<file path="src/rtl/osd_pkg.sv">
package osd_pkg;
   // ****************************************
   // core data-space addressing
   // ****************************************
   localparam logic [7:0] OSD_PAGE_REG_ADDR = 8'h00_E8;
   localparam logic [7:0] OSD_BANK_ADDR = 8'h00_ED;
   localparam logic [7:0] OSD_WIN_LAST = 8'h00_3F;
   localparam int OSD_PAGE5_BIT = 5;
   localparam int OSD_PAGE6_BIT = 6;
   localparam logic [5:0] OSD_VORG_OFS = 6'h10;
   localparam logic [5:0] OSD_HORG_OFS = 6'h11;
   localparam logic [5:0] OSD_LGAP_OFS = 6'h12;
   localparam logic [5:0] OSD_WGAP_OFS = 6'h13;
   localparam logic [5:0] OSD_BKDP_OFS = 6'h14;
   localparam logic [5:0] OSD_MSW_OFS = 6'h17;
   localparam logic [5:0] OSD_P6_RAM_LAST = 6'h0F;
   localparam int OSD_RAM_WORDS = 80;
   localparam logic [6:0] OSD_P6_RAM_BASE = 7'h40;
   localparam logic [7:0] OSD_REG_RESET = 8'h00;
   // ****************************************
   // field positions
   // ****************************************
   localparam int OSD_WORD_KIND_BIT = 6;    // 1 = space/format word
   localparam int OSD_OUTLINE_BIT = 6;      // in vertical_origin
   localparam int OSD_NOSPACE_BD_BIT = 6;   // in horizontal_origin
   localparam int OSD_BLANK_BIT = 6;        // in line_gap_and_blank
   localparam int OSD_GS_LSB = 6;           // in word_gap_and_size
   // format/space word fields
   localparam int OSD_FW_SIZE = 0;
   localparam int OSD_FW_WGAP = 0;
   localparam int OSD_FW_LGAP = 1;
   localparam int OSD_FW_VIS = 2;
   localparam int OSD_FW_BGS = 3;
   localparam int OSD_FW_RGB_LSB = 4;
   // ****************************************
   // timing
   // ****************************************
   localparam int OSD_H_PER_STEP = 4;       // scan lines per origin/gap step
   localparam int OSD_HSTART_BASE = 10;     // dot periods before first char
   localparam int OSD_OSC_PER_DOT = 2;      // oscillator periods per dot period
   localparam int OSD_SPACE_DOTS = 6;
   localparam int OSD_BOX_W = 7;
   localparam int OSD_BOX_H = 9;

   typedef struct packed {
      logic [5:0] glyph_index;
      logic glyph_bank_bit;
      logic is_glyph;
   } osd_glyph_t;

   typedef struct packed {
      logic [2:0] colour;
      logic draw_backdrop;
      logic [2:0] backdrop_colour;
      logic word_visible;
      logic outline;
   } osd_word_t;
endpackage

</file>
<file path="src/rtl/osd_word_decode.sv">
`timescale 1ns/100ps
// classifies one display-RAM word and resolves its backdrop
module osd_word_decode (
   input wire logic [6:0] word,
   input wire logic [6:0] fmt_word,
   input wire logic osd_master_on,
   input wire logic glyph_bank_bit,
   input wire logic no_backdrop_on_spaces,
   input wire logic outline_background_bit,
   input wire logic [1:0] backdrop_enables,
   input wire logic [5:0] backdrop_colours,
   output osd_pkg::osd_glyph_t glyph,
   output osd_pkg::osd_word_t attr
);
   import osd_pkg::*;
   logic space;
   logic sel;
   // ****************************************
   // word kind and attribute resolve
   // ****************************************
   always_comb begin
      space = word[OSD_WORD_KIND_BIT];
      sel = fmt_word[OSD_FW_BGS];
      glyph.is_glyph = ~space;
      glyph.glyph_index = word[5:0];
      glyph.glyph_bank_bit = glyph_bank_bit;
      attr.colour = fmt_word[OSD_FW_RGB_LSB +: 3];
      attr.backdrop_colour = sel ? backdrop_colours[5:3] : backdrop_colours[2:0];
      // spaces may drop the backdrop so adjacent colours break cleanly
      attr.draw_backdrop = backdrop_enables[sel] & ~(space & no_backdrop_on_spaces);
      attr.word_visible = osd_master_on & fmt_word[OSD_FW_VIS];
      attr.outline = outline_background_bit;
   end
endmodule

</file>
<file path="src/rtl/osd_geometry.sv">
`timescale 1ns/100ps
// converts register codes to scan-line and oscillator-period counts
module osd_geometry (
   input wire logic [5:0] top_offset,
   input wire logic [5:0] left_offset,
   input wire logic [5:0] line_gap_value,
   input wire logic line_gap_on,
   input wire logic [5:0] word_gap_value,
   input wire logic word_gap_on,
   input wire logic [1:0] global_height_code,
   input wire logic per_line_height_flag,
   output logic [8:0] top_lines,
   output logic [7:0] left_osc,
   output logic [7:0] line_gap_lines,
   output logic [6:0] char_lines,
   output logic [5:0] char_dots,
   output logic [9:0] word_gap_osc,
   output logic [2:0] scale
);
   import osd_pkg::*;
   logic [7:0] wg;
   // ****************************************
   // size table and spacing formulas
   // ****************************************
   always_comb begin
      unique case ({global_height_code, per_line_height_flag})
         3'b000, 3'b010: scale = 3'd1;
         3'b001, 3'b100, 3'b110: scale = 3'd2;
         3'b011, 3'b101: scale = 3'd3;
         default: scale = 3'd4;
      endcase
      char_lines = 7'(scale * 18);
      char_dots = 6'(scale * OSD_SPACE_DOTS);
      top_lines = 9'(top_offset * OSD_H_PER_STEP);
      left_offset_calc: left_osc = 8'((OSD_HSTART_BASE + left_offset) * OSD_OSC_PER_DOT);
      line_gap_lines = line_gap_on ? 8'(line_gap_value * OSD_H_PER_STEP) : 8'd0;
      wg = 8'(OSD_OSC_PER_DOT * (1 + word_gap_value));
      // largest gap times four reaches 512, hence ten bits
      word_gap_osc = word_gap_on ? 10'(wg * scale) : 10'd0;
   end
endmodule

</file>
<file path="src/rtl/osd_ctrl.sv">
`timescale 1ns/100ps
module osd_ctrl (
   input wire logic clk,
   input wire logic rst,
   input wire logic clk_en,
   input wire logic [7:0] core_addr,
   input wire logic [7:0] core_wdata,
   input wire logic core_wr,
   input wire logic core_rd,
   output logic [7:0] core_rdata,
   input wire logic vsync_in,
   input wire logic [6:0] disp_addr,
   input wire logic [6:0] disp_fmt_addr,
   input wire logic char_active,
   output logic [6:0] disp_word,
   output osd_pkg::osd_glyph_t disp_glyph,
   output osd_pkg::osd_word_t disp_attr,
   output logic osc_run,
   output logic blank_output,
   output logic [8:0] top_lines,
   output logic [7:0] left_osc,
   output logic [7:0] line_gap_lines,
   output logic [6:0] char_lines,
   output logic [5:0] char_dots,
   output logic [9:0] word_gap_osc,
   output logic [2:0] size_scale
);
   import osd_pkg::*;

   // ****************************************
   // state
   // ****************************************
   typedef enum logic [1:0] {
      OSD_OFF = 2'b01,
      OSD_RUN = 2'b10
   } osd_osc_t;

   typedef struct packed {
      logic [7:0] page;
      logic [7:0] vertical_origin;
      logic [7:0] horizontal_origin;
      logic [7:0] line_gap_and_blank;
      logic [7:0] word_gap_and_size;
      logic [7:0] backdrop_setup;
      logic osd_master_on;
      logic glyph_bank_bit;
      osd_osc_t osc;
      logic vs_s1;
      logic vs_s2;
      logic vs_d;
      logic [7:0] rdata;
      logic [6:0] word;
      logic [6:0] fmt;
      logic blank;
      osd_glyph_t glyph;
      osd_word_t attr;
      logic [8:0] top_lines;
      logic [7:0] left_osc;
      logic [7:0] line_gap_lines;
      logic [6:0] char_lines;
      logic [5:0] char_dots;
      logic [9:0] word_gap_osc;
      logic [2:0] scale;
   } osd_state_t;

   osd_state_t s_r;
   osd_state_t s_nxt;
   // display memory kept apart from the struct so it maps to a RAM
   logic [6:0] vram [OSD_RAM_WORDS];
   logic [6:0] ram_idx;
   logic ram_hit;
   logic ram_we;
   logic win;
   logic p5;
   logic p6;
   logic [5:0] ofs;
   logic unlocked;
   logic vs_rise;
   osd_glyph_t dec_glyph;
   osd_word_t dec_attr;
   logic [8:0] g_top;
   logic [7:0] g_left;
   logic [7:0] g_lgap;
   logic [6:0] g_clines;
   logic [5:0] g_cdots;
   logic [9:0] g_wgap;
   logic [2:0] g_scale;

   // ****************************************
   // address decode
   // ****************************************
   always_comb begin
      win = core_addr <= OSD_WIN_LAST;
      p5 = s_r.page[OSD_PAGE5_BIT];
      // page 5 wins when both bits are set, so no write lands in two places
      p6 = s_r.page[OSD_PAGE6_BIT] & ~s_r.page[OSD_PAGE5_BIT];
      ofs = core_addr[5:0];
      unlocked = ~s_r.osd_master_on;
      ram_hit = win & (p5 | (p6 & ofs <= OSD_P6_RAM_LAST));
      ram_idx = p5 ? {1'b0, ofs} : 7'(OSD_P6_RAM_BASE + 7'(ofs));
      // locked RAM writes fall away here
      ram_we = clk_en & core_wr & ram_hit & unlocked;
   end

   // ****************************************
   // helpers
   // ****************************************
   osd_word_decode u_dec (
      .word(s_r.word),
      .fmt_word(s_r.fmt),
      .osd_master_on(s_r.osd_master_on),
      .glyph_bank_bit(s_r.glyph_bank_bit),
      .no_backdrop_on_spaces(s_r.horizontal_origin[OSD_NOSPACE_BD_BIT]),
      .outline_background_bit(s_r.vertical_origin[OSD_OUTLINE_BIT]),
      .backdrop_enables(s_r.backdrop_setup[7:6]),
      .backdrop_colours(s_r.backdrop_setup[5:0]),
      .glyph(dec_glyph),
      .attr(dec_attr)
   );

   osd_geometry u_geo (
      .top_offset(s_r.vertical_origin[5:0]),
      .left_offset(s_r.horizontal_origin[5:0]),
      .line_gap_value(s_r.line_gap_and_blank[5:0]),
      .line_gap_on(s_r.fmt[OSD_FW_LGAP]),
      .word_gap_value(s_r.word_gap_and_size[5:0]),
      .word_gap_on(s_r.fmt[OSD_FW_WGAP]),
      .global_height_code(s_r.word_gap_and_size[OSD_GS_LSB +: 2]),
      .per_line_height_flag(s_r.fmt[OSD_FW_SIZE]),
      .top_lines(g_top),
      .left_osc(g_left),
      .line_gap_lines(g_lgap),
      .char_lines(g_clines),
      .char_dots(g_cdots),
      .word_gap_osc(g_wgap),
      .scale(g_scale)
   );

   // ****************************************
   // next state
   // ****************************************
   always_comb begin
      s_nxt = s_r;
      vs_rise = s_r.vs_s2 & ~s_r.vs_d;
      if (clk_en) begin
         // vsync pin synchroniser; edge taken off the second stage only
         s_nxt.vs_s1 = vsync_in;
         s_nxt.vs_s2 = s_r.vs_s1;
         s_nxt.vs_d = s_r.vs_s2;
         if (core_wr && core_addr == OSD_PAGE_REG_ADDR) begin
            s_nxt.page = core_wdata;
         end
         // master switch answers at any time
         if (core_wr && win && p6 && ofs == OSD_MSW_OFS) begin
            s_nxt.osd_master_on = core_wdata[0];
         end
         if (core_wr && unlocked) begin
            if (core_addr == OSD_BANK_ADDR) begin
               s_nxt.glyph_bank_bit = core_wdata[0];
            end
            if (win && p6) begin
               unique case (ofs)
                  OSD_VORG_OFS: s_nxt.vertical_origin = core_wdata;
                  OSD_HORG_OFS: s_nxt.horizontal_origin = core_wdata;
                  OSD_LGAP_OFS: s_nxt.line_gap_and_blank = core_wdata;
                  OSD_WGAP_OFS: s_nxt.word_gap_and_size = core_wdata;
                  OSD_BKDP_OFS: s_nxt.backdrop_setup = core_wdata;
                  default: ;
               endcase
            end
         end
         // read port; locked locations and master switch read as zero
         s_nxt.rdata = OSD_REG_RESET;
         if (core_rd && core_addr == OSD_PAGE_REG_ADDR) begin
            s_nxt.rdata = s_r.page;
         end else if (core_rd && unlocked) begin
            if (core_addr == OSD_BANK_ADDR) begin
               s_nxt.rdata = {7'd0, s_r.glyph_bank_bit};
            end else if (ram_hit) begin
               s_nxt.rdata = {1'b0, vram[ram_idx]};
            end else if (win && p6) begin
               unique case (ofs)
                  OSD_VORG_OFS: s_nxt.rdata = s_r.vertical_origin;
                  OSD_HORG_OFS: s_nxt.rdata = s_r.horizontal_origin;
                  OSD_LGAP_OFS: s_nxt.rdata = s_r.line_gap_and_blank;
                  OSD_WGAP_OFS: s_nxt.rdata = s_r.word_gap_and_size;
                  OSD_BKDP_OFS: s_nxt.rdata = s_r.backdrop_setup;
                  default: ;
               endcase
            end
         end
         // oscillator gate: start waits for vsync, stop is immediate
         unique case (s_r.osc)
            OSD_OFF: if (s_r.osd_master_on && vs_rise) s_nxt.osc = OSD_RUN;
            OSD_RUN: if (!s_r.osd_master_on) s_nxt.osc = OSD_OFF;
            default: s_nxt.osc = OSD_OFF;
         endcase
         // display-side fetch from the second RAM port
         s_nxt.word = vram[disp_addr];
         s_nxt.fmt = vram[disp_fmt_addr];
         s_nxt.glyph = dec_glyph;
         s_nxt.attr = dec_attr;
         s_nxt.blank = s_r.line_gap_and_blank[OSD_BLANK_BIT] |
                       (s_r.osd_master_on & char_active);
         s_nxt.top_lines = g_top;
         s_nxt.left_osc = g_left;
         s_nxt.line_gap_lines = g_lgap;
         s_nxt.char_lines = g_clines;
         s_nxt.char_dots = g_cdots;
         s_nxt.word_gap_osc = g_wgap;
         s_nxt.scale = g_scale;
      end
   end

   // ****************************************
   // registers
   // ****************************************
   always_ff @(posedge clk or posedge rst) begin
      if (rst) begin
         s_r <= '0;
         s_r.osc <= OSD_OFF;
      end else begin
         s_r <= s_nxt;
      end
   end

   // display RAM, no reset: contents undefined until software fills it
   always_ff @(posedge clk) begin
      if (ram_we) begin
         vram[ram_idx] <= core_wdata[6:0];
      end
   end

   // ****************************************
   // outputs
   // ****************************************
   assign core_rdata = s_r.rdata;
   assign disp_word = s_r.word;
   assign disp_glyph = s_r.glyph;
   assign disp_attr = s_r.attr;
   assign osc_run = s_r.osc == OSD_RUN;
   assign blank_output = s_r.blank;
   assign top_lines = s_r.top_lines;
   assign left_osc = s_r.left_osc;
   assign line_gap_lines = s_r.line_gap_lines;
   assign char_lines = s_r.char_lines;
   assign char_dots = s_r.char_dots;
   assign word_gap_osc = s_r.word_gap_osc;
   assign size_scale = s_r.scale;
endmodule

</file>
<file path="config.mk">
export PLATFORM = sky130hd
export DESIGN_NAME = osd_ctrl
export DESIGN_NICKNAME = d
export VERILOG_FILES = /design/src/rtl/osd_pkg.sv /design/src/rtl/osd_word_decode.sv /design/src/rtl/osd_geometry.sv /design/src/rtl/osd_ctrl.sv
export SDC_FILE = /design/constraint.sdc
export NUM_CORES = 1
export LEC_CHECK = 0
export BUFFER_PORTS_ARGS = -buffer_cell sky130_fd_sc_hd__buf_2
export CAP_MARGIN = 20
export CORE_MARGIN = 10
export CORE_UTILIZATION = 30
export CTS_BUF_LIST = sky130_fd_sc_hd__clkbuf_8
export DETAILED_ROUTE_END_ITERATION = 6
export PLACE_DENSITY = 0.46
export SKIP_LAST_GASP = 1
export SLEW_MARGIN = 40
export SYNTH_ARGS = -nofsm -noshare
export SYNTH_HDL_FRONTEND = slang
export SYNTH_SLANG_ARGS = --single-unit
</file>
<file path="constraint.sdc">
create_clock -name clk -period 12.3 [get_ports clk]
set_input_delay 1.23 -clock clk [delete_from_list [all_inputs] [get_ports clk]]
set_output_delay 1.23 -clock clk [all_outputs]
set_load 0.01 [all_outputs]
</file>
# Word level (Yosys, flattened, before mapping)
# Memory sizes are Yosys's and may differ from the RTL's. A register that Yosys moved wholly into a read port is not among the register bits.
# Cells that the tools add are included.
[word_totals] n_memories=1 ram_bits=560 out_inout_bits=85 elab_cells=115 ff_bits=126
[op_classes] n_reduce_logical=22 addsub=3 n_lt_le_gt_ge=3 n_bitwise=18 eq_ne=18 n_mux=18 multipliers=3
[mem_list] name="vram" depth=80 width=7 rd=3 rd_clocked_by_memory_dff=2 write_ports=1 line_no="osd_ctrl.sv:69" source="logic [6:0] vram [OSD_RAM_WORDS];"
[op_table] operator="8-bit two-way mux" count=6
[op_table] operator="8-bit one-hot mux with 5 select lines" count=1
[op_table] operator="6-bit by 5-bit == test with 1-bit output (second input constant)" count=6
[op_table] operator="4-bit AND reduction" count=5
[op_table] operator="8-bit == test (second input constant)" count=2
[op_table] operator="1-bit AND" count=11
[op_table] operator="10-bit two-way mux" count=1
[op_table] operator="3-bit == test (second input constant)" count=3
[op_table] operator="1-bit logical AND" count=9
[op_table] operator="7-bit by 3-bit multiplier with 9-bit output" count=1
[op_table] operator="3-bit one-hot mux with 3 select lines" count=1
[op_table] operator="8-bit by 6-bit <= comparator with 1-bit output (second input constant)" count=1
[op_table] operator="1-bit by 6-bit adder with 7-bit output (first input constant)" count=1
[op_table] operator="4-bit by 6-bit adder with 7-bit output (first input constant)" count=1
[op_table] operator="7-bit by 6-bit adder with 7-bit output (first input constant)" count=1
[op_table] operator="7-bit two-way mux" count=1
[op_table] operator="3-bit by 2-bit == test with 1-bit output (second input constant)" count=2
[op_table] operator="6-bit by 4-bit <= comparator with 1-bit output (second input constant)" count=1
[op_table] operator="3-bit by 4-bit multiplier with 6-bit output (second input constant)" count=1
[op_table] operator="3-bit AND reduction" count=2
[op_table] operator="3-bit by 2-bit multiplier with 5-bit output (second input constant)" count=1
[op_table] operator="1-bit NOT" count=5
[op_table] operator="1-bit two-way mux" count=4
[op_table] operator="2-bit two-way mux" count=2
[op_table] operator="other kinds (12)" count=16

# Logic depth before layout (Yosys ltp)
[depth] ltp_word=9 depth_mapped=14

# Modules after synthesis
# From an unflattened synthesis, not the netlist that was laid out.
[hier_totals] cells_unflattened=2331 area_unflattened_um2=38593.3
[by_module_without_submodules] mod="osd_ctrl" instances=1 area_per_inst_um2=37462.2 cells_each=2175
[by_module_without_submodules] mod="osd_geometry" instances=1 area_per_inst_um2=989.7 cells_each=138
[by_module_without_submodules] mod="osd_word_decode" instances=1 area_per_inst_um2=141.4 cells_each=18

# Least setup slack after synthesis
# No wires, ideal clock.
[synth_path] kind="input to register" startpoint="input port core_addr[2]" endpoint="memory vram[59][0], enable pin" arrival_ns=2.989 stages=8 setup_slack_ns=8.950 path_buffers=5 required_ns=11.940 path_cell_list="buf_6 > buf_4 > buf_4 > buf_4 > buf_2 > nor3_1 > nand3_1 > nor2_1"
[synth_via] elab_chain_cells=8 elab_cells_between_ends=11 classes_between="add/sub (1); order compare (2); mux (3); bitwise (5)"
[synth_rtl] item="from (decl)" line_no="osd_ctrl.sv:6" source="input wire logic [7:0] core_addr,"
[synth_rtl] item="6-bit by 4-bit <= comparator with 1-bit output" line_no="osd_ctrl.sv:99" source="ram_hit = win & (p5 | (p6 & ofs <= OSD_P6_RAM_LAST));"
[synth_rtl] item="1-bit AND" line_no="osd_ctrl.sv:99"
[synth_rtl] item="1-bit bitwise OR" line_no="osd_ctrl.sv:99"
[synth_rtl] item="1-bit AND" line_no="osd_ctrl.sv:99"
[synth_rtl] item="1-bit AND (2 in series)" line_no="osd_ctrl.sv:102" source="ram_we = clk_en & core_wr & ram_hit & unlocked;"
[synth_rtl] item="1-bit two-way mux" line_no="osd_ctrl.sv:229" source="if (ram_we) begin"
[synth_rtl] item="1-bit two-way mux (not written as such)" line_no="osd_ctrl.sv:230" source="vram[ram_idx] <= core_wdata[6:0];"
[synth_rtl] item="to (decl)" line_no="osd_ctrl.sv:69"
# Parallel ways exist; a longest one is shown, timed or not.

==> flow_summary.json <==
{
  "whs_path_depth": 1,
  "nets": 2333,
  "clk_latency_ns": 0.79,
  "final_area_sq_um": 41800,
  "fin_crit_ns": 4.31,
  "finalPower_w": 0.00533,
  "numCtsBuffers": 119,
  "ir_worst_vdd_mv": 0.0877,
  "syn_to_final_growth_pct": 11.5,
  "fin_crit_sh": 0.350,
  "cp_data_required_time_ns": 12.94,
  "core_sq_um": 124000,
  "gp_congestion": 0.858,
  "synthTopCellsByArea": "edfxtp_1 45%, mux4_2 23%, dfrtp_1 8.6%",
  "avgSynthCellArea_sq_um": 16.6,
  "crit_path_max_fanout": 58,
  "cts_num_sinks": 690,
  "yosys.area.top_type": "edfxtp_1",
  "hold_start": "char_dots[3]",
  "dp_hpwl_microns": 87000,
  "rows": 129,
  "place_area_sq_um": 39100,
  "die_h_microns": 373,
  "grt_overflow": 0,
  "synth_warnings": 0,
  "hold_class": "flop to flop",
  "grtUsageTotal": 0.190,
  "ys_async_sr_fraction": 0.188,
  "grt_pass1_vias": 24100,
  "clk_root_buffer_cell": "clkbuf_8",
  "cts_resized": 0,
  "timing_worst_setup_path_type": "primary input to flop",
  "grt_antenna_before_repair": 7,
  "rrSetupSlack_ns": 8.58,
  "synth_ff_type": "edfxtp_1",
  "ys_seq_area_frac": 0.536,
  "fin_worst_skew_ns": 0.0686,
  "min_to": "char_dots[3]",
  "status": "completed",
  "cts_max_level": 3,
  "power.leakage_nw": 14.0,
  "post_drt_via_cell_ratio": 5.97,
  "die_area_sq_um": 139000,
  "vias": 24000,
  "cts_setup_buffers": 0,
  "grt_pass1_wl_microns": 193000,
  "tns_ns": 0,
  "wire_per_inst_microns": 33.9,
  "die_w_microns": 373,
  "path_clk_slew_ns": 0.06,
  "initial_core_util": 0.303,
  "drv_slew": 0,
  "drt-initial-drc-count": 3228,
  "cap_viol_max_count": 0,
  "synth_top_area_share": 0.449,
  "ys_seq_elements": 690,
  "io_pins": 122,
  "cp-end-kind": "flop",
  "cts_tree": "done",
  "firstDrtPassIters": 6,
  "syn_inst": 2250,
  "cts_hold_buf": 0,
  "p_per_area_nw_per_um2": 128,
  "wl_microns": 136000,
  "slew_headroom": 0.384,
  "drive_above_1_share": 0.378,
  "grt_max_degree": 97,
  "synth_area_sq_um": 37500,
  "port_buffers": 112,
  "reg2reg_depth": 14,
  "cp.arrival_ns": 4.95,
  "r2r-end": "word_gap_osc[9]",
  "rsz0062_at_grt": "no",
  "hold_viol": 0,
  "setup_violations": 0,
  "drc": 0,
  "clock_path_buffers": 3,
  "timing.rr.start": "s_r[69]",
  "synth-edff-count": 560,
  "fmax_ghz": 0.232,
  "antenna_left": 0,
  "startpoint": "disp_fmt_addr[1]",
  "tightestPinTransition_ns": 0.914,
  "fillCellCount": 11800,
  "start_kind": "primary input",
  "ys_types": 69
}
-- metal layers --
| layer | global-route usage | share of wire |
|---|---|---|
| met1 | 0.261 | 0.42 |
| met2 | 0.287 | 0.45 |
| met3 | 0.0526 | 0.095 |
| met4 | 0.0616 | 0.036 |
| met5 | 0 | 0.00028 |
-- critical path, stage by stage --
cell     delay, ns
buf_6         0.51
buf_4         0.70
buf_4         0.73
mux4_2        0.40
a22oi_1       0.16
a21oi_1       0.22
o41ai_1       0.71
a31oi_1       0.16
-- Yosys cell counts (4+ instances only) --
master    instances
edfxtp_1        560
mux4_2          389
dfrtp_1         129
nor2_1          128
a22oi_1         120
buf_4           104
mux2_2           86
a21oi_1          84
clkbuf_1         68
nand2_1          67
mux2i_1          65
buf_2            47
mux4_1           39
inv_1            38
o21ai_0          33
nand3_1          26
nor2b_1          20
a31oi_1          17
buf_6            17
o22ai_1          17
a211oi_1         15
o41ai_1          15
buf_1            13
nand2b_1         12
xnor2_1          12
ha_1             11
nor3_1            8
a221oi_1          7
a22o_1            7
and2_1            7
a311oi_1          6
and3_1            6
fa_1              6
buf_12            5
o221ai_1          5
or2_2             4
or3_1             4
-- area by class of cell --
cell class                 count  area [sq um]  area share
sequential                   690         20100       0.480
multi-input combinational   1273         15900       0.381
tap                         1637          2050      0.0490
clock buffer                 131          1800      0.0432
timing repair buffer         157          1140      0.0273
clock inverter                87           629      0.0151
inverter                      38           148     0.00353
antenna                        2          5.00    0.000120
-- state kept, by name (all words and copies together) (netlist names), 7 cells and up --
name          count
disp_attr         9
core_rdata        8
left_osc          7
s_r              61
vram            560
disp_glyph        8
word_gap_osc      9
disp_word         7
-- worst max-delay path by stage --
stage	slack (ns)	cells after the start	end
after global routing	7.92	8	s_r[71]
final	7.99	8	s_r[73]
after detailed placement	7.02	8	s_r[74]
after global placement	6.27	7	s_r[69]
after floorplan	7.60	1	blank_output
after CTS	7.90	8	s_r[74]
-- metrics by stage --
| stage | setup WS (ns) | util | cells | hold slack [ns] |
|---|---|---|---|---|
| floorplan | 7.60 | - | 2258 | 0.452 |
| global placement | 6.27 | 0.314 | 3786 | 0.462 |
| detailed placement | 7.02 | 0.316 | 3789 | 0.481 |
| CTS | 7.90 | 0.336 | 4007 | 0.495 |
| global route | 7.92 | 0.337 | 4015 | 0.502 |
| finish | 7.99 | 0.337 | 4015 | 0.489 |
-- power breakdown --
part	leakage [nW]	switching (W)	internal, W
logic	5.95	0.000356	0.000214
registers	6.73	0.0000244	0.00255
clock network	1.35	0.00101	0.00117
total	14.0	0.00139	0.00393
-- cell families after synthesis --
family,share of synthesized area
adder cells (fa/ha/maj),0.00688
AND/OR/NAND/NOR,0.0373
buffers and inverters,0.0478
other,0.000100
flip-flops,0.536
AO/OA/AOI/OAI,0.0640
multiplexers,0.304
XOR/XNOR,0.00351
-- placed cells by master, fill, tap and decap left out, types with 11 or more instances in the layout --
master / n
a21oi_1: 82
edfxtp_1: 560
clkinv_2: 28
buf_2: 98
mux2_2: 86
a211oi_1: 13
clkinv_1: 25
mux4_2: 389
clkbuf_8: 131
nor2_2: 48
mux2i_1: 65
xnor2_1: 12
nand2b_1: 12
nand3_1: 24
nand2_1: 63
o22ai_1: 17
inv_1: 58
a22oi_1: 120
nor2b_1: 16
a31oi_1: 17
nor2_1: 80
dfrtp_1: 128
o21ai_0: 31
mux4_1: 39
buf_4: 35
ha_1: 11
buf_6: 13
(Power assumes the default switching activity.)
